<file path="src/core/fdc_cmd_pkg.sv">
// constants shared by the command field decoder
package fdc_cmd_pkg;
    localparam logic [7:0] OP_READ_DATA     = 8'h06;
    localparam logic [7:0] OP_READ_DELETED  = 8'h0c;
    localparam logic [7:0] OP_WRITE_DATA    = 8'h05;
    localparam logic [7:0] OP_WRITE_DELETED = 8'h09;
    localparam logic [7:0] OP_READ_TRACK    = 8'h02;
    localparam logic [7:0] OP_READ_ID       = 8'h0a;
    localparam logic [7:0] OP_FORMAT        = 8'h0d;
    localparam logic [7:0] OP_SCAN_EQ       = 8'h11;
    localparam logic [7:0] OP_SCAN_LE       = 8'h19;
    localparam logic [7:0] OP_SCAN_HE       = 8'h1d;
    localparam logic [7:0] OP_SENSE_DRIVE   = 8'h04;
    localparam logic [7:0] OP_SPECIFY       = 8'h03;
    localparam logic [7:0] OP_SEEK          = 8'h0f;
    localparam logic [7:0] OP_RECAL         = 8'h07;
    localparam logic [7:0] OP_SENSE_INT     = 8'h08;
    localparam logic [7:0] OP_MODE          = 8'h01;
    localparam logic [7:0] OP_SET_TRACK     = 8'h21;
    // opcode and drive byte field positions
    localparam int MULTI_SIDE_BIT  = 7;
    localparam int DENSITY_BIT     = 6;
    localparam int BYPASS_BIT      = 5;
    localparam int SET_TRACK_DIR   = 6;
    localparam int AUTO_SEEK_BIT   = 7;
    localparam int HEAD_BIT        = 2;
    localparam int TRACK_MSB_SEL   = 2;
    // mode bytes 2 to 5 fields
    localparam int MODE_TIMER_BIT  = 0;
    localparam int MODE_INDEX_BIT  = 1;
    localparam int MODE_POWER_LSB  = 4;
    localparam int MODE_AUTO_SEEK  = 6;
    localparam int MODE_WIDE_TRACK = 0;
    localparam int MODE_WILDCARD   = 0;
    localparam int MODE_READ_GATE  = 1;
    localparam int MODE_PUMP_OUT   = 3;
    localparam logic [7:0] INVALID_ST0 = 8'h80;
    localparam int MODE_LEN        = 5;
    localparam int DATA_CMD_LEN    = 9;
    typedef enum logic [3:0] {
        ST_IDLE   = 4'b0001,
        ST_PARAM  = 4'b0010,
        ST_EXEC   = 4'b0100,
        ST_RESULT = 4'b1000
    } phase_e;
endpackage : fdc_cmd_pkg

</file>
<file path="src/core/fdc_cmd_if.sv">
// parsed command fields passed to the result builder
interface fdc_cmd_if;
    logic [7:0]  opcode;
    logic [1:0]  driveSel;
    logic        headSel;
    logic [11:0] cyl;
    logic        wideTrack;
    logic [7:0]  st0;
    logic [7:0]  st3;
    logic [2:0]  index;
    logic [7:0]  resByte;
    logic [2:0]  resLen;
    modport src (output opcode, driveSel, headSel, cyl, wideTrack, st0, st3, index,
                 input resByte, resLen);
    modport bld (input opcode, driveSel, headSel, cyl, wideTrack, st0, st3, index,
                 output resByte, resLen);
endinterface : fdc_cmd_if

</file>
<file path="src/core/fdc_command_field_decoder.sv">
// command byte decoder with mode and track state
module fdc_command_field_decoder
    import fdc_cmd_pkg::*;
(
    input  wire logic       clk,
    input  wire logic       rst,
    input  wire logic [7:0] wrData,
    input  wire logic       wrStrobe,
    input  wire logic       rdStrobe,
    input  wire logic       execDone,
    input  wire logic [7:0] driveStatus,
    output logic [7:0]      rdData,
    output logic            resultReady,
    output logic            execStart,
    output logic [1:0]      drive_select_code,
    output logic            head_select,
    output logic            multi_side_cycle,
    output logic            double_density_select,
    output logic            bypass_marked_sector,
    output logic            autoSeek,
    output logic            motor_head_timer_mode,
    output logic            index_field_format,
    output logic [1:0]      low_power_setting,
    output logic            wide_track_range_enable,
    output logic            scan_wildcard_enable,
    output logic            read_gate_input_enable,
    output logic            loop_filter_current_enable,
    output logic [7:0]      xferLength
);
    import fdc_cmd_pkg::*;

    phase_e      phase_q;
    logic [7:0]  op_q;
    logic [3:0]  cnt_q;
    logic [3:0]  need;
    logic [7:0]  params_q [0:8];
    logic [11:0] cyl_q [0:3];
    logic        autoSeekMode_q;
    logic [2:0]  resIdx_q;
    logic [7:0]  setTrackVal_q;
    logic        isSetTrack;
    logic        known;
    fdc_cmd_if   cmd ();

    // bit6 is the direction, so both forms must match
    assign isSetTrack = ({op_q[7], 1'b0, op_q[5:0]} == OP_SET_TRACK);
    assign known = (op_q[4:0] == OP_READ_DATA[4:0]) || (op_q[4:0] == OP_READ_DELETED[4:0])
        || (op_q[4:0] == OP_WRITE_DATA[4:0]) || (op_q[4:0] == OP_WRITE_DELETED[4:0])
        || (op_q[4:0] == OP_READ_TRACK[4:0]) || (op_q[4:0] == OP_READ_ID[4:0])
        || (op_q[4:0] == OP_FORMAT[4:0]) || (op_q[4:0] == OP_SCAN_EQ[4:0])
        || (op_q[4:0] == OP_SCAN_LE[4:0]) || (op_q[4:0] == OP_SCAN_HE[4:0])
        || (op_q == OP_SENSE_DRIVE) || (op_q == OP_SPECIFY) || (op_q == OP_SEEK)
        || (op_q == OP_RECAL) || (op_q == OP_SENSE_INT) || (op_q == OP_MODE) || isSetTrack;

    // total bytes including opcode; seek adds a byte in wide mode
    always_comb begin
        need = 4'd1;
        if (op_q == OP_MODE) begin
            need = 4'(MODE_LEN);
        end else if (op_q == OP_SEEK) begin
            need = wide_track_range_enable ? 4'd4 : 4'd3;
        end else if (isSetTrack) begin
            need = 4'd3;
        end else if (op_q == OP_SPECIFY) begin
            need = 4'd3;
        end else if (op_q == OP_RECAL || op_q == OP_SENSE_DRIVE || op_q == OP_READ_ID) begin
            need = 4'd2;
        end else if (op_q[4:0] == OP_FORMAT[4:0]) begin
            need = 4'd6;
        end else if (known && op_q != OP_SENSE_INT) begin
            need = 4'(DATA_CMD_LEN);
        end
    end

    assign cmd.opcode    = op_q;
    assign cmd.driveSel  = drive_select_code;
    assign cmd.headSel   = head_select;
    assign cmd.cyl       = cyl_q[drive_select_code];
    assign cmd.wideTrack = wide_track_range_enable;
    assign cmd.st0       = known ? {6'h00, drive_select_code} : INVALID_ST0;
    assign cmd.st3       = {driveStatus[7:3], head_select, drive_select_code};
    assign cmd.index     = resIdx_q;

    fdc_result_builder u_builder (
        .r (cmd)
    );

    // phase sequencing
    always_ff @(posedge clk or posedge rst) begin
        if (rst) begin
            phase_q   <= ST_IDLE;
            op_q      <= 8'h00;
            cnt_q     <= 4'd0;
            resIdx_q  <= 3'd0;
            execStart <= 1'b0;
        end else begin
            execStart <= 1'b0;
            case (phase_q)
                ST_IDLE: begin
                    if (wrStrobe) begin
                        op_q   <= wrData;
                        cnt_q  <= 4'd1;
                        phase_q <= ST_PARAM;
                    end
                end
                ST_PARAM: begin
                    if (cnt_q >= need) begin
                        resIdx_q <= 3'd0;
                        if (!known || op_q == OP_SENSE_DRIVE || op_q == OP_SENSE_INT
                            || isSetTrack) begin
                            phase_q <= ST_RESULT;
                        end else if (op_q == OP_MODE || op_q == OP_SPECIFY) begin
                            phase_q <= ST_IDLE;
                        end else begin
                            execStart <= 1'b1;
                            phase_q   <= ST_EXEC;
                        end
                    end else if (wrStrobe) begin
                        cnt_q <= cnt_q + 4'd1;
                    end
                end
                ST_EXEC: begin
                    if (execDone || wrStrobe) begin
                        phase_q <= ST_RESULT;
                    end
                end
                default: begin
                    if (rdStrobe) begin
                        if (resIdx_q + 3'd1 >= cmd.resLen) begin
                            phase_q <= ST_IDLE;
                        end
                        resIdx_q <= resIdx_q + 3'd1;
                    end
                end
            endcase
        end
    end

    // parameter capture
    always_ff @(posedge clk or posedge rst) begin
        if (rst) begin
            for (int i = 0; i < 9; i++) begin
                params_q[i] <= 8'h00;
            end
        end else if (phase_q == ST_PARAM && wrStrobe && cnt_q < 4'd9) begin
            params_q[cnt_q] <= wrData;
        end
    end

    // mode register
    always_ff @(posedge clk or posedge rst) begin
        if (rst) begin
            autoSeekMode_q             <= 1'b0;
            motor_head_timer_mode      <= 1'b0;
            index_field_format         <= 1'b0;
            low_power_setting          <= 2'b00;
            wide_track_range_enable    <= 1'b0;
            scan_wildcard_enable       <= 1'b0;
            read_gate_input_enable     <= 1'b0;
            loop_filter_current_enable <= 1'b0;
        end else if (phase_q == ST_PARAM && op_q == OP_MODE && cnt_q >= need) begin
            autoSeekMode_q          <= params_q[1][MODE_AUTO_SEEK];
            low_power_setting       <= params_q[1][MODE_POWER_LSB +: 2];
            index_field_format      <= params_q[1][MODE_INDEX_BIT];
            motor_head_timer_mode   <= params_q[1][MODE_TIMER_BIT];
            wide_track_range_enable <= params_q[2][MODE_WIDE_TRACK];
            scan_wildcard_enable    <= params_q[3][MODE_WILDCARD];
            read_gate_input_enable     <= params_q[4][MODE_READ_GATE];
            loop_filter_current_enable <= params_q[4][MODE_PUMP_OUT];
        end
    end

    // command field latches
    always_ff @(posedge clk or posedge rst) begin
        if (rst) begin
            drive_select_code     <= 2'b00;
            head_select           <= 1'b0;
            multi_side_cycle      <= 1'b0;
            double_density_select <= 1'b0;
            bypass_marked_sector  <= 1'b0;
            autoSeek              <= 1'b0;
            xferLength            <= 8'h00;
        end else if (phase_q == ST_PARAM && cnt_q >= need && known) begin
            drive_select_code     <= params_q[1][1:0];
            head_select           <= params_q[1][HEAD_BIT];
            double_density_select <= op_q[DENSITY_BIT];
            multi_side_cycle      <= op_q[MULTI_SIDE_BIT];
            bypass_marked_sector  <= op_q[BYPASS_BIT];
            autoSeek              <= autoSeekMode_q & params_q[1][AUTO_SEEK_BIT];
            xferLength            <= (params_q[5] == 8'h00) ? params_q[8] : 8'h00;
        end
    end

    // per-drive cylinder values
    always_ff @(posedge clk or posedge rst) begin
        if (rst) begin
            for (int i = 0; i < 4; i++) begin
                cyl_q[i] <= 12'h000;
            end
            setTrackVal_q <= 8'h00;
        end else if (phase_q == ST_PARAM && cnt_q >= need) begin
            if (op_q == OP_SEEK) begin
                cyl_q[params_q[1][1:0]] <= {wide_track_range_enable ? params_q[3][7:4] : 4'h0,
                                            params_q[2]};
            end else if (op_q == OP_RECAL) begin
                cyl_q[params_q[1][1:0]] <= 12'h000;
            end else if (isSetTrack) begin
                if (op_q[SET_TRACK_DIR]) begin
                    if (params_q[1][TRACK_MSB_SEL]) begin
                        cyl_q[params_q[1][1:0]][11:8] <= params_q[2][3:0];
                    end else begin
                        cyl_q[params_q[1][1:0]][7:0] <= params_q[2];
                    end
                    setTrackVal_q <= params_q[2];
                end else begin
                    setTrackVal_q <= params_q[1][TRACK_MSB_SEL]
                        ? {4'h0, cyl_q[params_q[1][1:0]][11:8]}
                        : cyl_q[params_q[1][1:0]][7:0];
                end
            end
        end
    end

    // read data and result flag
    always_ff @(posedge clk or posedge rst) begin
        if (rst) begin
            rdData      <= 8'h00;
            resultReady <= 1'b0;
        end else begin
            resultReady <= (phase_q == ST_RESULT);
            if (rdStrobe) begin
                rdData <= (phase_q == ST_RESULT)
                    ? (isSetTrack ? setTrackVal_q : cmd.resByte) : 8'h00;
            end
        end
    end

    AST_SEEK_GATE: assert property (@(posedge clk) disable iff (rst)
        autoSeek |-> autoSeekMode_q) else $error("auto seek without mode enable");
    AST_ABORT: assert property (@(posedge clk) disable iff (rst)
        (phase_q == ST_EXEC && wrStrobe) |=> phase_q == ST_RESULT) else $error("no abort");

    AST_SEEK_OFF: assert property (@(posedge clk) disable iff (rst)
        (phase_q == ST_PARAM && cnt_q >= need && known && !autoSeekMode_q) |=> !autoSeek)
        else $error("auto seek latched while mode disabled");

    AST_INVALID_SKIP: assert property (@(posedge clk) disable iff (rst)
        (phase_q == ST_PARAM && cnt_q >= need && !known)
        |=> (phase_q == ST_RESULT && !execStart)) else $error("invalid opcode executed");

    AST_SENSE_DRIVE: assert property (@(posedge clk) disable iff (rst)
        (phase_q == ST_PARAM && cnt_q >= need && op_q == OP_SENSE_DRIVE)
        |=> (phase_q == ST_RESULT && cmd.resLen == 3'd1)) else $error("sense drive result wrong");

    AST_NIBBLE_LOW: assert property (@(posedge clk) disable iff (rst)
        (rdStrobe && phase_q == ST_RESULT && op_q == OP_SENSE_INT && resIdx_q == 3'd2)
        |=> rdData[3:0] == 4'h0) else $error("track high byte has low bits set");

    AST_TRACK_WRITE: assert property (@(posedge clk) disable iff (rst)
        (phase_q == ST_PARAM && cnt_q >= need && isSetTrack && op_q[SET_TRACK_DIR]
            && !params_q[1][TRACK_MSB_SEL])
        |=> cmd.cyl[7:0] == $past(params_q[2])) else $error("set-track write not stored");

    AST_XFER_ZERO: assert property (@(posedge clk) disable iff (rst)
        (phase_q == ST_PARAM && cnt_q >= need && known && params_q[5] != 8'h00)
        |=> xferLength == 8'h00) else $error("data length used with nonzero size");
endmodule : fdc_command_field_decoder

</file>
<file path="src/core/fdc_result_builder.sv">
// combinational result byte selector
module fdc_result_builder
    import fdc_cmd_pkg::*;
(
    fdc_cmd_if.bld r
);
    always_comb begin
        r.resByte = 8'h00;
        r.resLen  = 3'd1;
        if (r.opcode == OP_SENSE_INT) begin
            r.resLen = r.wideTrack ? 3'd3 : 3'd2;
            if (r.index == 3'd0) begin
                r.resByte = r.st0;
            end else if (r.index == 3'd1) begin
                r.resByte = r.cyl[7:0];
            end else begin
                r.resByte = {r.cyl[11:8], 4'h0};
            end
        end else if ({r.opcode[7], 1'b0, r.opcode[5:0]} == OP_SET_TRACK) begin
            r.resByte = r.st0;
        end else if (r.opcode == OP_SENSE_DRIVE) begin
            r.resByte = r.st3;
        end else begin
            r.resByte = r.st0;
        end
    end
endmodule : fdc_result_builder

</file>
<file path="config.mk">
export PLATFORM = sky130hd
export DESIGN_NAME = fdc_command_field_decoder
export DESIGN_NICKNAME = d
export VERILOG_FILES = /design/src/core/fdc_cmd_pkg.sv /design/src/core/fdc_cmd_if.sv /design/src/core/fdc_command_field_decoder.sv /design/src/core/fdc_result_builder.sv
export SDC_FILE = /design/constraint.sdc
export NUM_CORES = 1
export LEC_CHECK = 0
export ABC_AREA = 1
export BUFFER_PORTS_ARGS = -buffer_cell sky130_fd_sc_hd__buf_2
export CAP_MARGIN = 15
export CORE_MARGIN = 4
export CORE_UTILIZATION = 35
export DETAILED_ROUTE_END_ITERATION = 8
export GPL_TIMING_DRIVEN = 0
export HOLD_SLACK_MARGIN = 0.02
export PLACE_DENSITY = 0.56
export SLEW_MARGIN = 20
export SYNTH_ARGS = -nofsm -noshare
export SYNTH_HDL_FRONTEND = slang
export SYNTH_SLANG_ARGS = --single-unit
</file>
<file path="constraint.sdc">
create_clock -name clk -period 4.6 [get_ports clk]
set_clock_uncertainty 0.1 [all_clocks]
set_input_delay 0.23 -clock clk [delete_from_list [all_inputs] [get_ports clk]]
set_output_delay 0.23 -clock clk [all_outputs]
set_load 0.02 [all_outputs]
</file>
==> results by group, run 1 <==
Status
  • Status: completed

Synthesis
  • Post-synthesis sequential area ratio: 48.1%
  • Cell variety after synth: 45
  • Mapped Area: between 7000 and 8000 µm²
  • Yosys reg bits: 147
  • Yosys warning count: 0
  • Ys flop type: dfrtp_1
  • Syn Area/Cell: about 8.0 µm²
  • Top cells by area, synth: dfrtp_1, nand2_1, o21ai_0, inv_1, nand3_1
  • EDFF count, synth: 0
  • Most common cell in the netlist: nand2_1
  • Cell count after synthesis: around 950
  • Synth top area share: 47.7%
  • Syn_nets: approximately 1000
  • Yosys top cell by area: dfrtp_1
  • Commonest cells in the netlist: nand2_1, dfrtp_1, o21ai_0
  • Ys async rst share: 100%

Clocking
  • Postcts setup bufs: 0
  • CTS Buffer Depth: 2
  • Sink Count: between 100 and 150
  • Skew-Pair Late Insertion Delay: between 400 and 500 ps
  • CTS tree: done
  • Worst-path clk slew: 70 ps
  • CTS Root Cell: clkbuf_16
  • Post_cts resized: 0
  • Count of hold-fix buffers inserted at cts: 2
  • H-tree Lvls: 4
  • Num CTS Buffers: 17

Floorplan
  • I/O pins: 54
  • Core ar.: between 20000 and 25000 µm²
  • DIE AREA: ~24000 µm²
  • Die H: around 160 µm
  • Initial Utilization: a little over a third
  • Row cnt: 53
  • Die width: between 150 and 200 µm

Global routing
  • Total GRT Usage: 20.0%
  • Initial antenna violation count: 0
  • Number of global-route vias before repair: a little under 7000
  • First-pass GRT wire length: around 38000 µm
  • Residual overflow from global routing: 0
  • Largest net degree at the start of global routing: 93

Setup path
  • Worst path depth: 19
  • CP Capture Type: register
  • Buf/Inv on CP: 5
  • CP delay by family, top: simple AND/OR/NAND/NOR gates
  • CP max stage cell: dfrtp_1
  • Critical Path, Cell by Cell: inv_2 -> nand2_1 -> nor2_1 -> nand4_1 -> clkbuf_1 -> nand4_1 -> o21ai_0 -> ha_1 -> inv_1 -> o21bai_1 -> nand3_1 -> nand3_1 -> nand2_1 -> inv_2 -> nand2_2 -> nor2_4 -> nand2_1 -> inv_1 -> o21ai_0
  • CP max stage delay: 440 ps
  • Crit start category: register
  • Critical Path RT: a little under 5000 ps
  • Critical setup path kind: register to register
  • Max FO, Critical Path: 10
  • Reg2Reg Depth: 19
  • Top cell by count, worst path: nand2_1
  • Worst Path Arrival: ~4000 ps

Route
  • Wire per inst: roughly 18 µm
  • Routed vias: roughly 7000
  • Overall routed net length: 23900 µm
  • Via density: ~5.3
  • Post-route DRC violation count: 0
  • Antenna viol nets, final: 0
  • DRT Pass-1 Iters: 6
  • DR iter-0 viols: ~730

STA
  • Slew @ Worst Pin: 868 ps
  • Slew Limit Headroom: a little over two fifths
  • Min Tclk post-route: around 3800 ps
  • RSZ-0062 raised after global routing: no
  • FMAX: approximately 0.26 GHz
  • Final hold slack: a little under 60 ps
  • Tcrit/Tclk final: a little over 80%
  • Hold Vio Cnt, Final: 0
  • Setup-failing EPs final: 0
  • Final WS setup: around 820 ps
  • Slew Viols, Final: 0

Cells and area
  • Non-filler cells, final: about 1300
  • Share of cells above drive strength 1: 12.5%
  • Core Util, Final: a little over two fifths
  • NumNets Final: about 1100
  • Ant diodes: 0
  • Area grow syn2layout: 16.2%

Placed design
  • Hpwl dp: 17400 µm
  • RD Place Congestion: 0.978
  • DP Cell Count: ~1300
  • Pre-CTS setup slack: 839 ps
  • Port-buffer cells: 50

Flow run
  • Max-capacitance violation count: 0

Power
  • VDD IR-drop max: about 280 µV
  • Pwr dens: around 570 nW/µm²
  • Total power draw: roughly 5000 µW
  • Total leakage power: 0.00420 µW

Worst hold path
  • Hold crit path type: input port to register
  • Hold Crit Depth: 4
## cells by family after synthesis
family,share of synthesized area [%]
multiplexers,0.883
AND/OR/NAND/NOR,21.2
AO/OA/AOI/OAI,19.7
buffers and inverters,7.67
flip-flops,48.1
adder cells (fa/ha/maj),2.29
XOR/XNOR,0.229
## registers in the layout (all words and copies together) (netlist names), 2 cells and up
register,count
drive_select_code,2
cmd.index,3
phase_q,4
cmd.opcode,8
rdData,8
cyl_q,48
setTrackVal_q,8
params_q,38
cnt_q,4
low_power_setting,2
xferLength,8
## layer usage
layer	GRT usage [%]	up-vias	part of all wire [%]
met3	4.85	49	7.3
met1	27.6	3284	45
met4	7.42	0	2.9
met2	30.6	278	45
met5	0	-	0
li1	-	3381	-
## cell type report
class | instances | area, µm²
buffer | 37 | 173
clock inverter | 11 | 116
fill | 2153 | 12400
multi-input combinational | 659 | 3390
inverter | 109 | 422
tap | 275 | 344
clock buffer | 21 | 470
sequential | 147 | 3680
timing repair buffer | 53 | 298
## worst min-delay path, delay by kind of cell
| family | cells | cell delay (ps) |
|---|---|---|
| and+or+nand+nor | 1 | 60 |
| buffers and inverters | 1 | 80 |
| AOI/OAI and AO/OA | 2 | 190 |
## worst paths after layout
check / startpoint / to / slack, ps
setup / recovery: cmd.opcode[3] / cyl_q[46] / 820
hold / removal: driveStatus[5] / rdData[5] / 60
setup reg to reg: cmd.opcode[3] / cyl_q[46] / 820
hold reg to reg: rdData[6] / rdData[6] / 370
max in group asynchronous: rst / rdData[6] / 3320
min in group asynchronous: rst / xferLength[0] / 250
## power by group
group          switching, µW  internal [µW]
Combinational           1330            525
Clock                    598            800
Sequential               245           1530
## layout by cell type (no fill, tap or decap), drive strengths merged
| master | Yosys | routed |
|---|---|---|
| nand2 | 242 | 242 |
| o21ai | 160 | 160 |
| dfrtp | 146 | 146 |
| inv | 106 | 111 |
| buf | 10 | 61 |
| nor2 | 56 | 56 |
| clkbuf | 27 | 48 |
| nand3 | 47 | 47 |
| a21oi | 38 | 38 |
| nand4 | 17 | 17 |
| ha | 14 | 14 |
| o211ai | 12 | 12 |
| o2111ai | 12 | 12 |
| a22oi | 11 | 11 |
| o22ai | 10 | 10 |
| nor3 | 8 | 8 |
| clkinv | 3 | 7 |
| mux2 | 6 | 6 |
| o221ai | 6 | 6 |
| o32ai | 4 | 4 |
| nor4 | 3 | 3 |
| a31oi | 2 | 2 |
| xor2 | 2 | 2 |
| o31ai | 2 | 2 |
| dlygate4sd3 | 0 | 2 |
| o21bai | 2 | 2 |
| a211oi | 1 | 1 |
| or2 | 1 | 1 |
| a32o | 1 | 1 |
| o2bb2ai | 1 | 1 |
| o311ai | 1 | 1 |
| clkinvlp | 0 | 1 |
| bufinv | 0 | 1 |
| dfstp | 1 | 1 |
## metrics by stage
| stage | setup TNS (ps) | instance area (µm²) |
|---|---|---|
| floorplan | 0 | 7650 |
| finish | 0 | 8890 |
| detailed placement | 0 | 8280 |
| global route | 0 | 8890 |
| global placement | -232360 | 8250 |
| CTS | 0 | 8890 |
No activity file was read; power rests on OpenSTA's default activity.
==> inputs of run 2 (changes only) <==
Settings changed: PLACE_DENSITY 0.56 to 0.58.
Clock period 4.6 ns to 3.2 ns, I/O delays scaled along.
==> run 2 against run 1 <==
The flow now finishes with violations (negative setup slack). Via count increased by 2.3%. Utilization increased by 3.3 points. Critical path depth increased by 3. Largest power group unchanged.
==> results by group, run 2 (synthesis results as in run 1) <==
STA
  • Setup-failing EPs final: 1 (+1)
  • FMAX: 0.312 GHz (+18%)
  • Slew Viols, Final: 0 (unchanged)
  • Min Tclk post-route: 3200 ps (-579 ps)
  • Final WS setup: -2.14 ps (-821 ps)
  • Tcrit/Tclk final: 100% (+18 points)
  • Hold Vio Cnt, Final: 0 (unchanged)
  • Slew @ Worst Pin: 1000 ps (+137 ps)
  • RSZ-0062 raised after global routing: yes
  • Slew Limit Headroom: 32.8% (-9.1 points)

Setup path
  • Critical Path RT: 3470 ps (-1340 ps)
  • Max FO, Critical Path: 7 (-3)
  • Critical setup path kind: register to register
  • CP Capture Type: register
  • Crit start category: register
  • Worst Path Arrival: 3470 ps (-520 ps)

Placed design
  • Hpwl dp: 17900 µm (+2.7%)
  • RD Place Congestion: 0.908 (-7.1%)
  • Port-buffer cells: 50 (unchanged)
  • Placed cell area: 8350 µm² (+0.83%)
  • Pre-CTS setup slack: -563 ps (-1400 ps)

Cells and area
  • Area grow syn2layout: 25.3%
  • Leading cell type in the layout, fill and taps excluded: nand2_1
  • NumNets Final: 1091 (+3.0%)
  • Ant diodes: 0 (unchanged)
  • Biggest regs: cyl_q (48), params_q (38)
  • Share of cells above drive strength 1: 18.7% (+6.2 points)
  • Filler cell count: 2132 (-0.98%)
  • Largest Register: cyl_q
  • Most frequent cells in the layout: nand2_1, dfrtp_1, o21ai_0, inv_1, buf_2
  • Multi-input logic area: 3650 µm² (+7.9%)
  • Storage cell area: 3680 µm² (unchanged)
  • Max reg flops: 48 (unchanged)
  • Finished Cell Area: 9590 µm² (+7.9%)

Worst hold path
  • Hold crit path type: input port to register

Clocking
  • CTS Buffer Depth: 2 (unchanged)
  • CTS tree: done
  • Worst-path clk slew: 70 ps (about the same)
  • H-tree Lvls: 4 (unchanged)
  • Num CTS Buffers: 17 (unchanged)
  • Sink Count: 147 (unchanged)
  • Skew-Pair Late Insertion Delay: 440 ps (about the same)
  • CTS Root Cell: clkbuf_16

Route
  • Routed vias: 7153 (+2.3%)
  • Antenna viol nets, final: 0 (unchanged)
  • DRT Pass-1 Iters: 7 (+1)
  • Wire per inst: 18.3 µm (+0.67%)
  • DR iter-0 viols: 590 (-20%)
  • Via density: 5.32 (-0.13%)
  • Post-route DRC violation count: 0 (unchanged)
  • Overall routed net length: 24600 µm (+3.1%)

Power
  • VDD IR-drop max: 441 µV (+55%)
  • Total leakage power: 0.00448 µW (+6.7%)
  • Total power draw: 7620 µW (+51%)
  • Pwr dens: 795 nW/µm² (+40%)

Floorplan
  • Initial Utilization: 36.0% (unchanged)
  • Die width: 156 µm (unchanged)
  • Row cnt: 53 (unchanged)
  • DIE AREA: 24300 µm² (unchanged)
  • Core ar.: 21300 µm² (unchanged)
  • I/O pins: 54 (unchanged)
  • Die H: 156 µm (unchanged)

Flow run
  • Max-capacitance violation count: 0 (unchanged)

Global routing
  • Residual overflow from global routing: 0 (unchanged)
  • First-pass GRT wire length: 38300 µm (+1.1%)
  • Total GRT Usage: 20.3% (+0.29 points)
  • Initial antenna violation count: 0 (unchanged)
  • Number of global-route vias before repair: 6900 (+1.6%)
  • Largest net degree at the start of global routing: 34 (-63%)

Status
  • Status: complete, but fails checks
  • Failing checks: negative setup slack
==> run 2: changes by cell type in the layout (fill, tap and decap cells not counted), moves of 8 or more <==
cell,change
nand3_1,-10
o21ai_2,+8
nand3_2,+9
buf_4,+17
o21ai_0,-11
==> run 2: repair_timing <==
item	CTS	global route
resized for setup	15	87
hold buffers	8	0
buffers inserted	2	17
pin swaps	2	14
gates cloned	0	3
setup endpoints to repair	83	81
hold endpoints to repair	159	0
==> run 2: critical path: stages, from the launching register on <==
cell and delay (ps):
dfrtp_1 370, buf_6 130, inv_8 60, nand2_4 60
nor2_8 230, nand4_1 140, nand3_2 110, nor2_1 50
nand4_1 90, o21ai_1 80, ha_1 300, inv_1 40
o21bai_1 150, nand3_1 140, nand3_4 120, nand2_4 80
inv_6 90, nand2_8 70, nor2_4 200, buf_6 180
clkbuf_16 160, o2111ai_2 80, nand2_1 90
==> run 2: layer usage <==
| layer | share of wire (%) | vias to the layer above | routed length [µm] | track usage [%] |
|---|---|---|---|---|
| met2 | 46 | 249 | 11400 | 32.2 |
| met1 | 45 | 3427 | 11100 | 27.7 |
| met4 | 2.4 | 0 | 588 | 6.79 |
| met5 | 0 | - | 0 | 0 |
| met3 | 6.1 | 43 | 1510 | 4.44 |
| li1 | - | 3434 | - | - |
==> run 2: power breakdown <==
part | leakage, µW | switching (µW) | internal, µW
clock | 0.000288 | 885 | 1170
sequential | 0.00201 | 348 | 2200
combinational | 0.00218 | 2100 | 908
total | 0.00448 | 3330 | 4290
==> run 2: final cells by class <==
| class | instances | area share [%] |
|---|---|---|
| buffer | 37 | 2.40 |
| clock buffer | 18 | 4.48 |
| clock inverter | 14 | 1.74 |
| inverter | 109 | 4.49 |
| multi-input combinational | 659 | 38.1 |
| sequential | 147 | 38.4 |
| tap | 275 | 3.59 |
| timing repair buffer | 85 | 6.83 |
==> run 2: through the flow <==
step	hold slack (ps)	std cells	setup TNS, ps	util, %
global route	47.1	1344	-7200	45.0
floorplan	205	952	0	-
detailed placement	160	1282	-34680	39.2
finish	35.2	1344	-2.14	45.0
global placement	362	1277	-30400	38.8
CTS	20.4	1324	-5.96	42.7
==> run 2: worst paths after layout <==
| kind | startpoint | to | slack (ps) | cells after the start |
|---|---|---|---|---|
| min in group asynchronous | rst | index_field_format | 240 | 4 |
| max in group asynchronous | rst | phase_q[0] | 2270 | 5 |
| max | cmd.opcode[6] | cyl_q[31] | -2 | 22 |
| max reg2reg | cmd.opcode[6] | cyl_q[31] | -2 | 22 |
| min | wrData[6] | params_q[30] | 40 | 3 |
| min reg2reg | rdData[1] | rdData[1] | 370 | 2 |
